==> src/card_irq_pkg.sv <==
// Register map, field positions and reset values of the card host interrupt source block.
// Assumes a 32-bit APB slave with byte addresses.
package card_irq_pkg;
	localparam int ADDR_W = 12;
	localparam logic [11:0] RAW_FLAGS_OFFSET = 12'h000;
	localparam logic [11:0] IRQ_MASK_OFFSET = 12'h004;
	localparam logic [11:0] IRQ_CLEAR_OFFSET = 12'h008;
	localparam logic [11:0] WIDTH_CTRL_OFFSET = 12'h03c;
	localparam int FLAG_W = 20;
	localparam int MASK_W = 19;
	localparam int BIT_LINE3 = 19;
	localparam int BIT_CARD_IRQ = 18;
	localparam int BIT_DATA_DONE = 17;
	localparam int BIT_DATA_CRC = 16;
	localparam int BIT_RESP = 15;
	localparam int BIT_RESP_CRC = 14;
	localparam int BIT_LINE3_LOW = 13;
	localparam int BIT_LINE3_HIGH = 12;
	localparam int BIT_CMD_DONE = 11;
	localparam int BIT_BUSY_END = 10;
	localparam int BIT_TX_POP_ERR = 9;
	localparam int BIT_RX_PUSH_ERR = 8;
	localparam int BIT_BUS_POP_ERR = 7;
	localparam int BIT_BUS_PUSH_ERR = 6;
	localparam logic [31:0] RAW_FLAGS_RESET = 32'h0000_0000;
	localparam logic [18:0] IRQ_MASK_RESET = 19'h7ffff;
	localparam logic [1:0] SIZE_BYTE = 2'h0;
	localparam logic [1:0] SIZE_HALF = 2'h1;
	localparam logic [1:0] SIZE_WORD = 2'h2;
	localparam logic [1:0] LANE_ZERO = 2'h0;
endpackage

==> src/card_irq_event_if.sv <==
// Bundle of one-cycle event pulses and live levels that feed the flag register.
// Assumes every signal is already in the system clock domain.
`timescale 1ns/1ns
`default_nettype none
interface card_irq_event_if;
	logic [18:0] set_pulse;
	logic line3_level;
	logic card_irq_level;
	modport source (output set_pulse, output line3_level, output card_irq_level);
	modport sink (input set_pulse, input line3_level, input card_irq_level);
endinterface
`default_nettype wire

==> src/card_host_irq_source.sv <==
// Raw interrupt flags, mask and clear registers of the card host controller, APB slave.
// Assumes event inputs are one-cycle pulses on sys_clk_in; card pins are asynchronous.
//
// Chosen here: the APB register port.
`timescale 1ns/1ns
`default_nettype none
// Behaviour
// - read-only raw flags at zero, reset zero
// - bit 19 shows live line 3
// - card interrupt follows card, not clearable
// - bit 17 set on transfer done
// - bit 16 set on data CRC failure
// - bit 15 set on response captured
// - bit 14 set on response CRC failure
// - bit 13 while idle and line low
// - bit 12 while idle and line high
// - bit 11 set on command sent
// - bit 10 set when busy ends
// - bit 9 card-side transmit FIFO error
// - bit 8 card-side receive FIFO error
// - bit 7 bus-side receive FIFO error
// - bit 6 bus overrun or width change
// - word write off lane zero misaligned
// - per-bit mask, one suppresses, reset ones
// - write one to clear register clears
module card_host_irq_source
	import card_irq_pkg::*;
(
	// Clock and reset
	input wire logic sys_clk_in,
	input wire logic sys_rst_in,
	// APB slave
	input wire logic psel_in,
	input wire logic penable_in,
	input wire logic pwrite_in,
	input wire logic [ADDR_W-1:0] paddr_in,
	input wire logic [31:0] pwdata_in,
	output logic [31:0] prdata_out,
	output logic pready_out,
	output logic pslverr_out,
	// Card pins, asynchronous
	input wire logic card_data_line_three_in,
	input wire logic card_irq_level_in,
	// Controller events, one-cycle pulses
	input wire logic data_done_in,
	input wire logic data_crc_fail_in,
	input wire logic resp_ready_in,
	input wire logic resp_crc_fail_in,
	input wire logic cmd_sent_in,
	input wire logic busy_end_in,
	input wire logic tx_card_err_in,
	input wire logic rx_card_err_in,
	input wire logic rx_bus_err_in,
	input wire logic tx_bus_overrun_in,
	// Bus-side transmit FIFO write, with access size
	input wire logic tx_fifo_write_in,
	input wire logic [1:0] tx_fifo_size_in,
	// Data engine state
	input wire logic data_idle_in,
	// Interrupt
	output logic irq_out
);
	card_irq_event_if events();

	logic [1:0] pin_sync;
	logic line3_level;
	logic card_irq_level;
	logic [18:0] flags;
	logic [18:0] mask;
	logic [1:0] last_size;
	logic size_seen;
	logic [1:0] byte_lane;
	logic [18:0] next_flags;
	logic [31:0] next_prdata;
	logic width_change;
	logic lane_misaligned;
	logic bus_push_err;
	logic [1:0] size_bytes;

	function automatic logic hit(input logic [ADDR_W-1:0] addr, input logic [11:0] offset);
		hit = (addr == offset);
	endfunction

	// Bytes a bus write moves, modulo four; a word adds zero and leaves the two-bit lane where it was
	function automatic logic [1:0] lane_step(input logic [1:0] size);
		case (size)
			SIZE_BYTE: lane_step = 2'h1;
			SIZE_HALF: lane_step = 2'h2;
			default: lane_step = 2'h0;
		endcase
	endfunction

	// The flag vector layout is fixed by the bit positions below
	if (FLAG_W != BIT_LINE3 + 1) begin : g_bad_flag_w
		$error("card_host_irq_source: FLAG_W must put the line level on the top bit");
	end
	if (MASK_W != BIT_CARD_IRQ + 1) begin : g_bad_mask_w
		$error("card_host_irq_source: MASK_W must cover every maskable source");
	end
	if (ADDR_W < 4) begin : g_bad_addr_w
		$error("card_host_irq_source: ADDR_W too narrow for the register map");
	end

	wire access_phase = psel_in & penable_in;
	wire wr_access = access_phase & pwrite_in;
	wire rd_access = access_phase & ~pwrite_in;
	wire hit_flags = hit(paddr_in, RAW_FLAGS_OFFSET);
	wire hit_mask = hit(paddr_in, IRQ_MASK_OFFSET);
	wire hit_clear = hit(paddr_in, IRQ_CLEAR_OFFSET);
	wire hit_any = hit_flags | hit_mask | hit_clear;
	wire [18:0] clear_req = (wr_access & hit_clear) ? pwdata_in[18:0] : 19'h00000;

	card_irq_sync #(
		.WIDTH(2)
	) u_pin_sync (
		.sys_clk_in(sys_clk_in),
		.sys_rst_in(sys_rst_in),
		.async_in({card_irq_level_in, card_data_line_three_in}),
		.sync_out(pin_sync)
	);

	assign line3_level = pin_sync[0];
	assign card_irq_level = pin_sync[1];

	assign width_change = tx_fifo_write_in & size_seen & (tx_fifo_size_in != last_size);
	assign lane_misaligned = tx_fifo_write_in & (tx_fifo_size_in == SIZE_WORD)
		& (byte_lane != LANE_ZERO);
	assign bus_push_err = tx_bus_overrun_in | width_change | lane_misaligned;

	assign size_bytes = lane_step(tx_fifo_size_in);

	// Sources are gathered once so the flag logic sees one vector
	always_comb begin
		events.set_pulse = 19'h00000;
		events.set_pulse[BIT_DATA_DONE] = data_done_in;
		events.set_pulse[BIT_DATA_CRC] = data_crc_fail_in;
		events.set_pulse[BIT_RESP] = resp_ready_in;
		events.set_pulse[BIT_RESP_CRC] = resp_crc_fail_in;
		events.set_pulse[BIT_CMD_DONE] = cmd_sent_in;
		events.set_pulse[BIT_BUSY_END] = busy_end_in;
		events.set_pulse[BIT_TX_POP_ERR] = tx_card_err_in;
		events.set_pulse[BIT_RX_PUSH_ERR] = rx_card_err_in;
		events.set_pulse[BIT_BUS_POP_ERR] = rx_bus_err_in;
		events.set_pulse[BIT_BUS_PUSH_ERR] = bus_push_err;
		events.line3_level = line3_level;
		events.card_irq_level = card_irq_level;
	end

	// Each flag bit is a sticky event, a live level, or not built here
	genvar gi;
	for (gi = 0; gi < MASK_W; gi++) begin : g_flag
		if (gi == BIT_CARD_IRQ) begin : g_card
			assign next_flags[gi] = events.card_irq_level;
		end else if (gi == BIT_LINE3_LOW) begin : g_low
			assign next_flags[gi] = data_idle_in & ~events.line3_level;
		end else if (gi == BIT_LINE3_HIGH) begin : g_high
			assign next_flags[gi] = data_idle_in & events.line3_level;
		end else if (gi < BIT_BUS_PUSH_ERR) begin : g_unbuilt
			// FIFO level flags belong to the FIFO block and read as zero
			assign next_flags[gi] = 1'b0;
		end else begin : g_event
			assign next_flags[gi] = (flags[gi] & ~clear_req[gi]) | events.set_pulse[gi];
		end
	end

	always_comb begin
		next_prdata = 32'h0000_0000;
		if (hit_flags) begin
			next_prdata = {12'h000, events.line3_level, flags};
		end else if (hit_mask) begin
			next_prdata = {13'h0000, mask};
		end
	end

	always_ff @(posedge sys_clk_in) begin
		if (sys_rst_in) begin
			flags <= RAW_FLAGS_RESET[18:0];
		end else begin
			flags <= next_flags;
		end
	end

	always_ff @(posedge sys_clk_in) begin
		if (sys_rst_in) begin
			mask <= IRQ_MASK_RESET;
		end else if (wr_access & hit_mask) begin
			mask <= pwdata_in[MASK_W-1:0];
		end
	end

	always_ff @(posedge sys_clk_in) begin
		if (sys_rst_in) begin
			byte_lane <= LANE_ZERO;
			last_size <= SIZE_WORD;
			size_seen <= 1'b0;
		end else if (tx_fifo_write_in) begin
			byte_lane <= byte_lane + size_bytes;
			last_size <= tx_fifo_size_in;
			size_seen <= 1'b1;
		end
	end

	always_ff @(posedge sys_clk_in) begin
		if (sys_rst_in) begin
			prdata_out <= 32'h0000_0000;
		end else if (psel_in & ~penable_in & ~pwrite_in) begin
			prdata_out <= next_prdata;
		end
	end

	always_ff @(posedge sys_clk_in) begin
		if (sys_rst_in) begin
			irq_out <= 1'b0;
		end else begin
			irq_out <= |(next_flags & ~mask);
		end
	end

	assign pready_out = 1'b1;
	// Writes to the read-only flag word or unmapped words are refused
	assign pslverr_out = access_phase & (~hit_any | (pwrite_in & hit_flags)
		| (rd_access & hit_clear));
endmodule
`default_nettype wire

==> src/card_irq_sync.sv <==
// Two-flop synchroniser bank for levels arriving from card pins.
// Assumes the inputs are asynchronous to sys_clk_in.
`timescale 1ns/1ns
`default_nettype none
module card_irq_sync #(
	parameter int WIDTH = 2
) (
	// Clock and reset
	input wire logic sys_clk_in,
	input wire logic sys_rst_in,
	// Levels
	input wire logic [WIDTH-1:0] async_in,
	output logic [WIDTH-1:0] sync_out
);
	logic [WIDTH-1:0] stage_one;

	// A zero-wide bank would leave the first stage without a driver
	if (WIDTH < 1) begin : g_bad_width
		$error("card_irq_sync: WIDTH must be at least 1");
	end

	always_ff @(posedge sys_clk_in) begin
		if (sys_rst_in) begin
			stage_one <= '0;
			sync_out <= '0;
		end else begin
			stage_one <= async_in;
			sync_out <= stage_one;
		end
	end
endmodule
`default_nettype wire

==> config.mk <==
export PLATFORM = sky130hd
export DESIGN_NAME = card_host_irq_source
export DESIGN_NICKNAME = d
export VERILOG_FILES = /design/src/card_irq_pkg.sv /design/src/card_irq_event_if.sv /design/src/card_host_irq_source.sv /design/src/card_irq_sync.sv
export SDC_FILE = /design/constraint.sdc
export NUM_CORES = 1
export LEC_CHECK = 0
export BUFFER_PORTS_ARGS = -buffer_cell sky130_fd_sc_hd__buf_2
export CAP_MARGIN = 20
export CORE_AREA = 2 2 76 78
export DETAILED_ROUTE_END_ITERATION = 8
export DIE_AREA = 0 0 78 80
export PLACE_DENSITY_LB_ADDON = 0.25
export SLEW_MARGIN = 30
export SYNTH_ARGS = -nofsm -noshare
export SYNTH_HDL_FRONTEND = slang
export SYNTH_SLANG_ARGS = --single-unit
==> constraint.sdc <==
create_clock -name sys_clk_in -period 3.7 [get_ports sys_clk_in]
set_input_delay 0.74 -clock sys_clk_in [delete_from_list [all_inputs] [get_ports sys_clk_in]]
set_output_delay 0.74 -clock sys_clk_in [all_outputs]
set_load 0.01 [all_outputs]
Word level (Yosys, flattened, before mapping)

Cells that the tools add are included.

Add/subtract/negate cells: 1
Equal/unequal tests: 5
Muxes and demuxes: 4
Bitwise logic cells: 58
Reductions and logical operators: 4

Operators by type and width:

| operator                                                          | count |
|---|---|
| 1-bit AND                                                         | 26 |
| 20-bit 2-to-1 mux                                                 | 1 |
| 19-bit AND                                                        | 1 |
| 19-bit 2-to-1 mux                                                 | 1 |
| 19-bit inverter                                                   | 1 |
| 19-bit OR reduction                                               | 1 |
| 18-bit 2-to-1 mux                                                 | 1 |
| 1-bit OR                                                          | 16 |
| 1-bit inverter                                                    | 14 |
| 12-bit by 3-bit == test with 1-bit output (second input constant) | 1 |
| 12-bit by 4-bit == test with 1-bit output (second input constant) | 1 |
| 12-bit zero test                                                  | 1 |
| 2-bit one-hot mux with 2 select lines                             | 1 |
| 2-bit adder                                                       | 1 |
| 2-bit by 1-bit == test with 1-bit output (second input constant)  | 1 |
| 2-bit == test (second input constant)                             | 1 |
| 2-bit zero test                                                   | 1 |
| 2-bit != test                                                     | 1 |
| 2-bit nonzero test                                                | 1 |

Register bits after elaboration: 80
Output and inout port bits: 35
Logic and storage cells: 82

Depth between registers and ports, before layout

Word-level depth: 9
Gate-level depth with buffers: 7
Depth with buffers taken out: 6

By module

A second synthesis with hierarchy kept.

Cell total of the unflattened synthesis: 308
Area, all modules: 2671.3 um^2

Modules (own cells, without submodules):

| module               | instances | cells an instance | area each (um^2) | sequential area each (um^2) |
|---|---|---|---|---|
| card_host_irq_source | 1         | 300               | 2566.2           | 1161.1 |
| card_irq_sync        | 1         | 8                 | 105.1            | 80.1 |

Worst setup path before layout

Ideal clock, no wire load.

Path type: input to output
From: input port paddr_in[5]
To: output port pslverr_out
Data arrival time: 1.453 ns
Data required time: 2.960 ns
Path slack: 1.507 ns
Cell stages on the path: 3
Cells stage by stage: nor4_2 -> nand3_2 -> o211a_1

Cells in the longest elaborated chain, start to end: 7
Elaborated cells on any way between the ends: 11
Those cells by class: 2 x eq/ne; 8 x bitwise; 1 x reduce/logical

RTL lines:

| what                                                                          | line                        | RTL |
|---|---|---|
| start, declared                                                               | card_host_irq_source.sv:36  | `input wire logic [ADDR_W-1:0] paddr_in,` |
| 12-bit by 3-bit == test with 1-bit output or 12-bit zero test (tied branches) | card_host_irq_source.sv:81  | `hit = (addr == offset);` |
| 1-bit OR (2 in a row)                                                         | card_host_irq_source.sv:110 | `wire hit_any = hit_flags \| hit_mask \| hit_clear;` |
| 1-bit inverter                                                                | card_host_irq_source.sv:221 | `assign pslverr_out = access_phase & (~hit_any \| (pwrite_in & hit_flags)` |
| 1-bit OR                                                                      | card_host_irq_source.sv:221 |  |
| 1-bit OR *                                                                    | card_host_irq_source.sv:222 | `\| (rd_access & hit_clear));` |
| 1-bit AND *                                                                   | card_host_irq_source.sv:221 |  |
| end, declared                                                                 | card_host_irq_source.sv:40  | `output logic pslverr_out,` |

Every way passes the cells marked *; elsewhere a longest branch is shown, timed or not.

Final worst setup path

From: input port paddr_in[2]
To: output port pslverr_out

The elaborated chain is that of the path after synthesis.

==> results.sh <==
export IMPL_netlist_instances=296
export IMPL_async_flop_share_pct=0
export IMPL_clock_path_buffers=2
export IMPL_rsz0062_at_grt="false"
export IMPL_postRouteAntennaNets=0
export IMPL_leakagePower_nw=1.353
export IMPL_status="finished clean"
export IMPL_grt_pass1_vias=2107
export IMPL_synth_area_top_cells="dfxtp_1, nor2_1, a211o_1"
export IMPL_fill_cells=506
export IMPL_max_stage_delay_ns=0.42
export IMPL_power_mw=1.244
export IMPL_cts_tree="built"
export IMPL_vdd_drop_max_mv=0.2271
export IMPL_first_pass_iters=4
export IMPL_drv_cap=0
export IMPL_ys_seq_elements=62
export IMPL_vias=2265
export IMPL_die_x_um=78
export IMPL_gp_congestion=0.7503
export IMPL_ys_seq_area_share_pct=44.60
export IMPL_num_nets_final=428
export IMPL_viasPerCell=5.219
export IMPL_fin_ws_ns=1.104
export IMPL_clock_skew_ns=0.005951
export IMPL_cp_buffers_inverters=3
export IMPL_crit_type="in -> out"
export IMPL_crit_fanout=21
export IMPL_yosys_top_cells_count="dfxtp_1, nor2_1, nor2b_1"
export IMPL_fmax_mhz=385.1
export IMPL_fp_dieH_um=80
export IMPL_grt_overflow=0
export IMPL_tns_ns=0
export IMPL_wirelength_um=5818
export IMPL_yosys_area_top_type="dfxtp_1"
export IMPL_grt_max_degree=63
export IMPL_rows=27
export IMPL_drc=0
export IMPL_synth_flop_cell="dfxtp_1"
export IMPL_pre_cts_slack_ns=0.8788
export IMPL_synth_cell_types=39
export IMPL_synth_top_area_share_pct=44.60
export IMPL_critPathArrivalTime_ns=1.86
export IMPL_cpMostUsedCell="buf_2"
export IMPL_syn_area_um2=2783
export IMPL_final_layout_size_suffix_gt1_share_pct=29.28
export IMPL_coreArea_um2=5405
export IMPL_worst_pin_slew_ns=0.6156
export IMPL_track_usage_pct=19.74
export IMPL_period_needed_ns=2.596
export IMPL_cts_repair_resize_count=0
export IMPL_drtIter0Drc=119
export IMPL_fin_util_pct=59.88
export IMPL_boundaryPins=100
export IMPL_worstPathRequired_ns=2.96
export IMPL_wl_per_cell_um=13.41
export IMPL_holdCritPathClass="reg -> reg"
export IMPL_hold_violations=0
export IMPL_cp_start_kind="input pin"
export IMPL_numCtsBuffers=9
export IMPL_clockRootBuffer="clkbuf_8"
export IMPL_period_share_pct=70.18
export IMPL_antenna_found_initial=0
export IMPL_antenna_cells=0
export IMPL_clock_sinks=62
export IMPL_die_area_um2=6240
export IMPL_crit_slowest_cell="buf_2"
export IMPL_p_per_area_nw_per_um2=384.3
export IMPL_dp_hpwl_um=3710
export IMPL_insertion_delay_ns=0.33
export IMPL_clkSlewWorstSetupHoldPaths_ns=0.06
export IMPL_cts_htree_levels=3
export IMPL_maxSlewViolCount=0
export IMPL_cp_top_family="buffers and inverters"
export IMPL_grt_pass1_wl_um=9515
export IMPL_synth_most_common_cell="dfxtp_1"
export IMPL_areaGrowthSynthToFinish_pct=16.32
export IMPL_hold_buffers=0
export IMPL_setup_viol=0
export IMPL_avgSynthCellArea_um2=9.401
export IMPL_slew_headroom_pct=58.96
export IMPL_numPortBuffers=73
export IMPL_cp_cell_sequence="buf_2, inv_1, nand2_1, xnor2_1, o211a_1, buf_2"
export IMPL_post_cts_buffers=0
export IMPL_cp_end_kind="output port"
export IMPL_yosys_warnings=0
export IMPL_initial_core_util_pct=51.48
export IMPL_synth_edf_count=0
-- cells by family after synthesis --
| family | synth area share [%] |
|---|---|
| other cells | 0.2699 |
| mux | 6.340 |
| fa+ha+maj | 0.4496 |
| compound gates | 17.81 |
| buf+inv | 8.273 |
| simple gates | 20.68 |
| flops | 44.60 |
| xor+xnor | 1.574 |
-- final timing paths --
kind,startpoint,end,slack [ns],depth (start not counted)
hold / removal,u_pin_sync.stage_one[0]$_SDFF_PP0_,u_pin_sync.sync_out[0]$_SDFF_PP0_,0.43,1
setup / recovery,paddr_in[2],pslverr_out,1.10,6
setup reg to reg,last_size[1]$_SDFFE_PP1P_,irq_out$_SDFF_PP0_,2.23,6
hold reg to reg,u_pin_sync.stage_one[0]$_SDFF_PP0_,u_pin_sync.sync_out[0]$_SDFF_PP0_,0.43,1
-- layout make-up --
class,instances,area [um^2],area share [%]
timing repair buffer,77,397.9,12.29
sequential,62,1241,38.35
multi-input combinational,207,1358,41.94
inverter,5,18.77,0.5798
tap,72,90.09,2.783
clock buffer,11,131.4,4.059
-- per-layer routing --
metal  vias to the layer above  global-route usage, %  routed length (um)
li1                       1142                      -                   -
met1                      1036                  23.82                2603
met2                        78                  32.24                2699
met3                         9                  7.240                 436
met4                         0                  7.368                  78
met5                         -                      0                   0
-- sequential cells by signal (all words and copies together) (netlist names) --
register	cells
last_size	2
u_pin_sync.sync_out	2
irq_out	1
mask	19
u_pin_sync.stage_one	2
byte_lane	2
prdata_out	20
size_seen	1
flags	13
-- power by group --
part,switching [mW],internal (mW),leakage (nW),total (mW)
clock,0.221,0.224,0.0671,0.446
combinational,0.0591,0.0480,0.780,0.107
sequential,0.00842,0.683,0.506,0.691
total,0.289,0.955,1.35,1.24
-- placed cells by master (no fill, tap or decap), types with 4 or more instances in the layout --
cell type,n
clkbuf_8,9
conb_1,13
inv_1,5
a32oi_1,7
nor2b_1,24
a211o_1,20
a31oi_1,4
buf_2,72
nand3b_1,4
nor3_1,4
buf_4,5
a22oi_1,13
nor2_1,48
mux2_2,13
nand2_1,14
dfxtp_1,62
a21oi_1,11
-- stage by stage --
stage,area [um^2],hold WS [ns],std cells
5_1_grt,3237,0.4575,434
2_1_floorplan,2824,0.4103,307
3_3_place_gp,3103,0.4217,423
6_report,3237,0.4349,434
4_1_cts,3237,0.4389,434
3_5_place_dp,3105,0.4250,423
(Power assumes the default switching activity.)
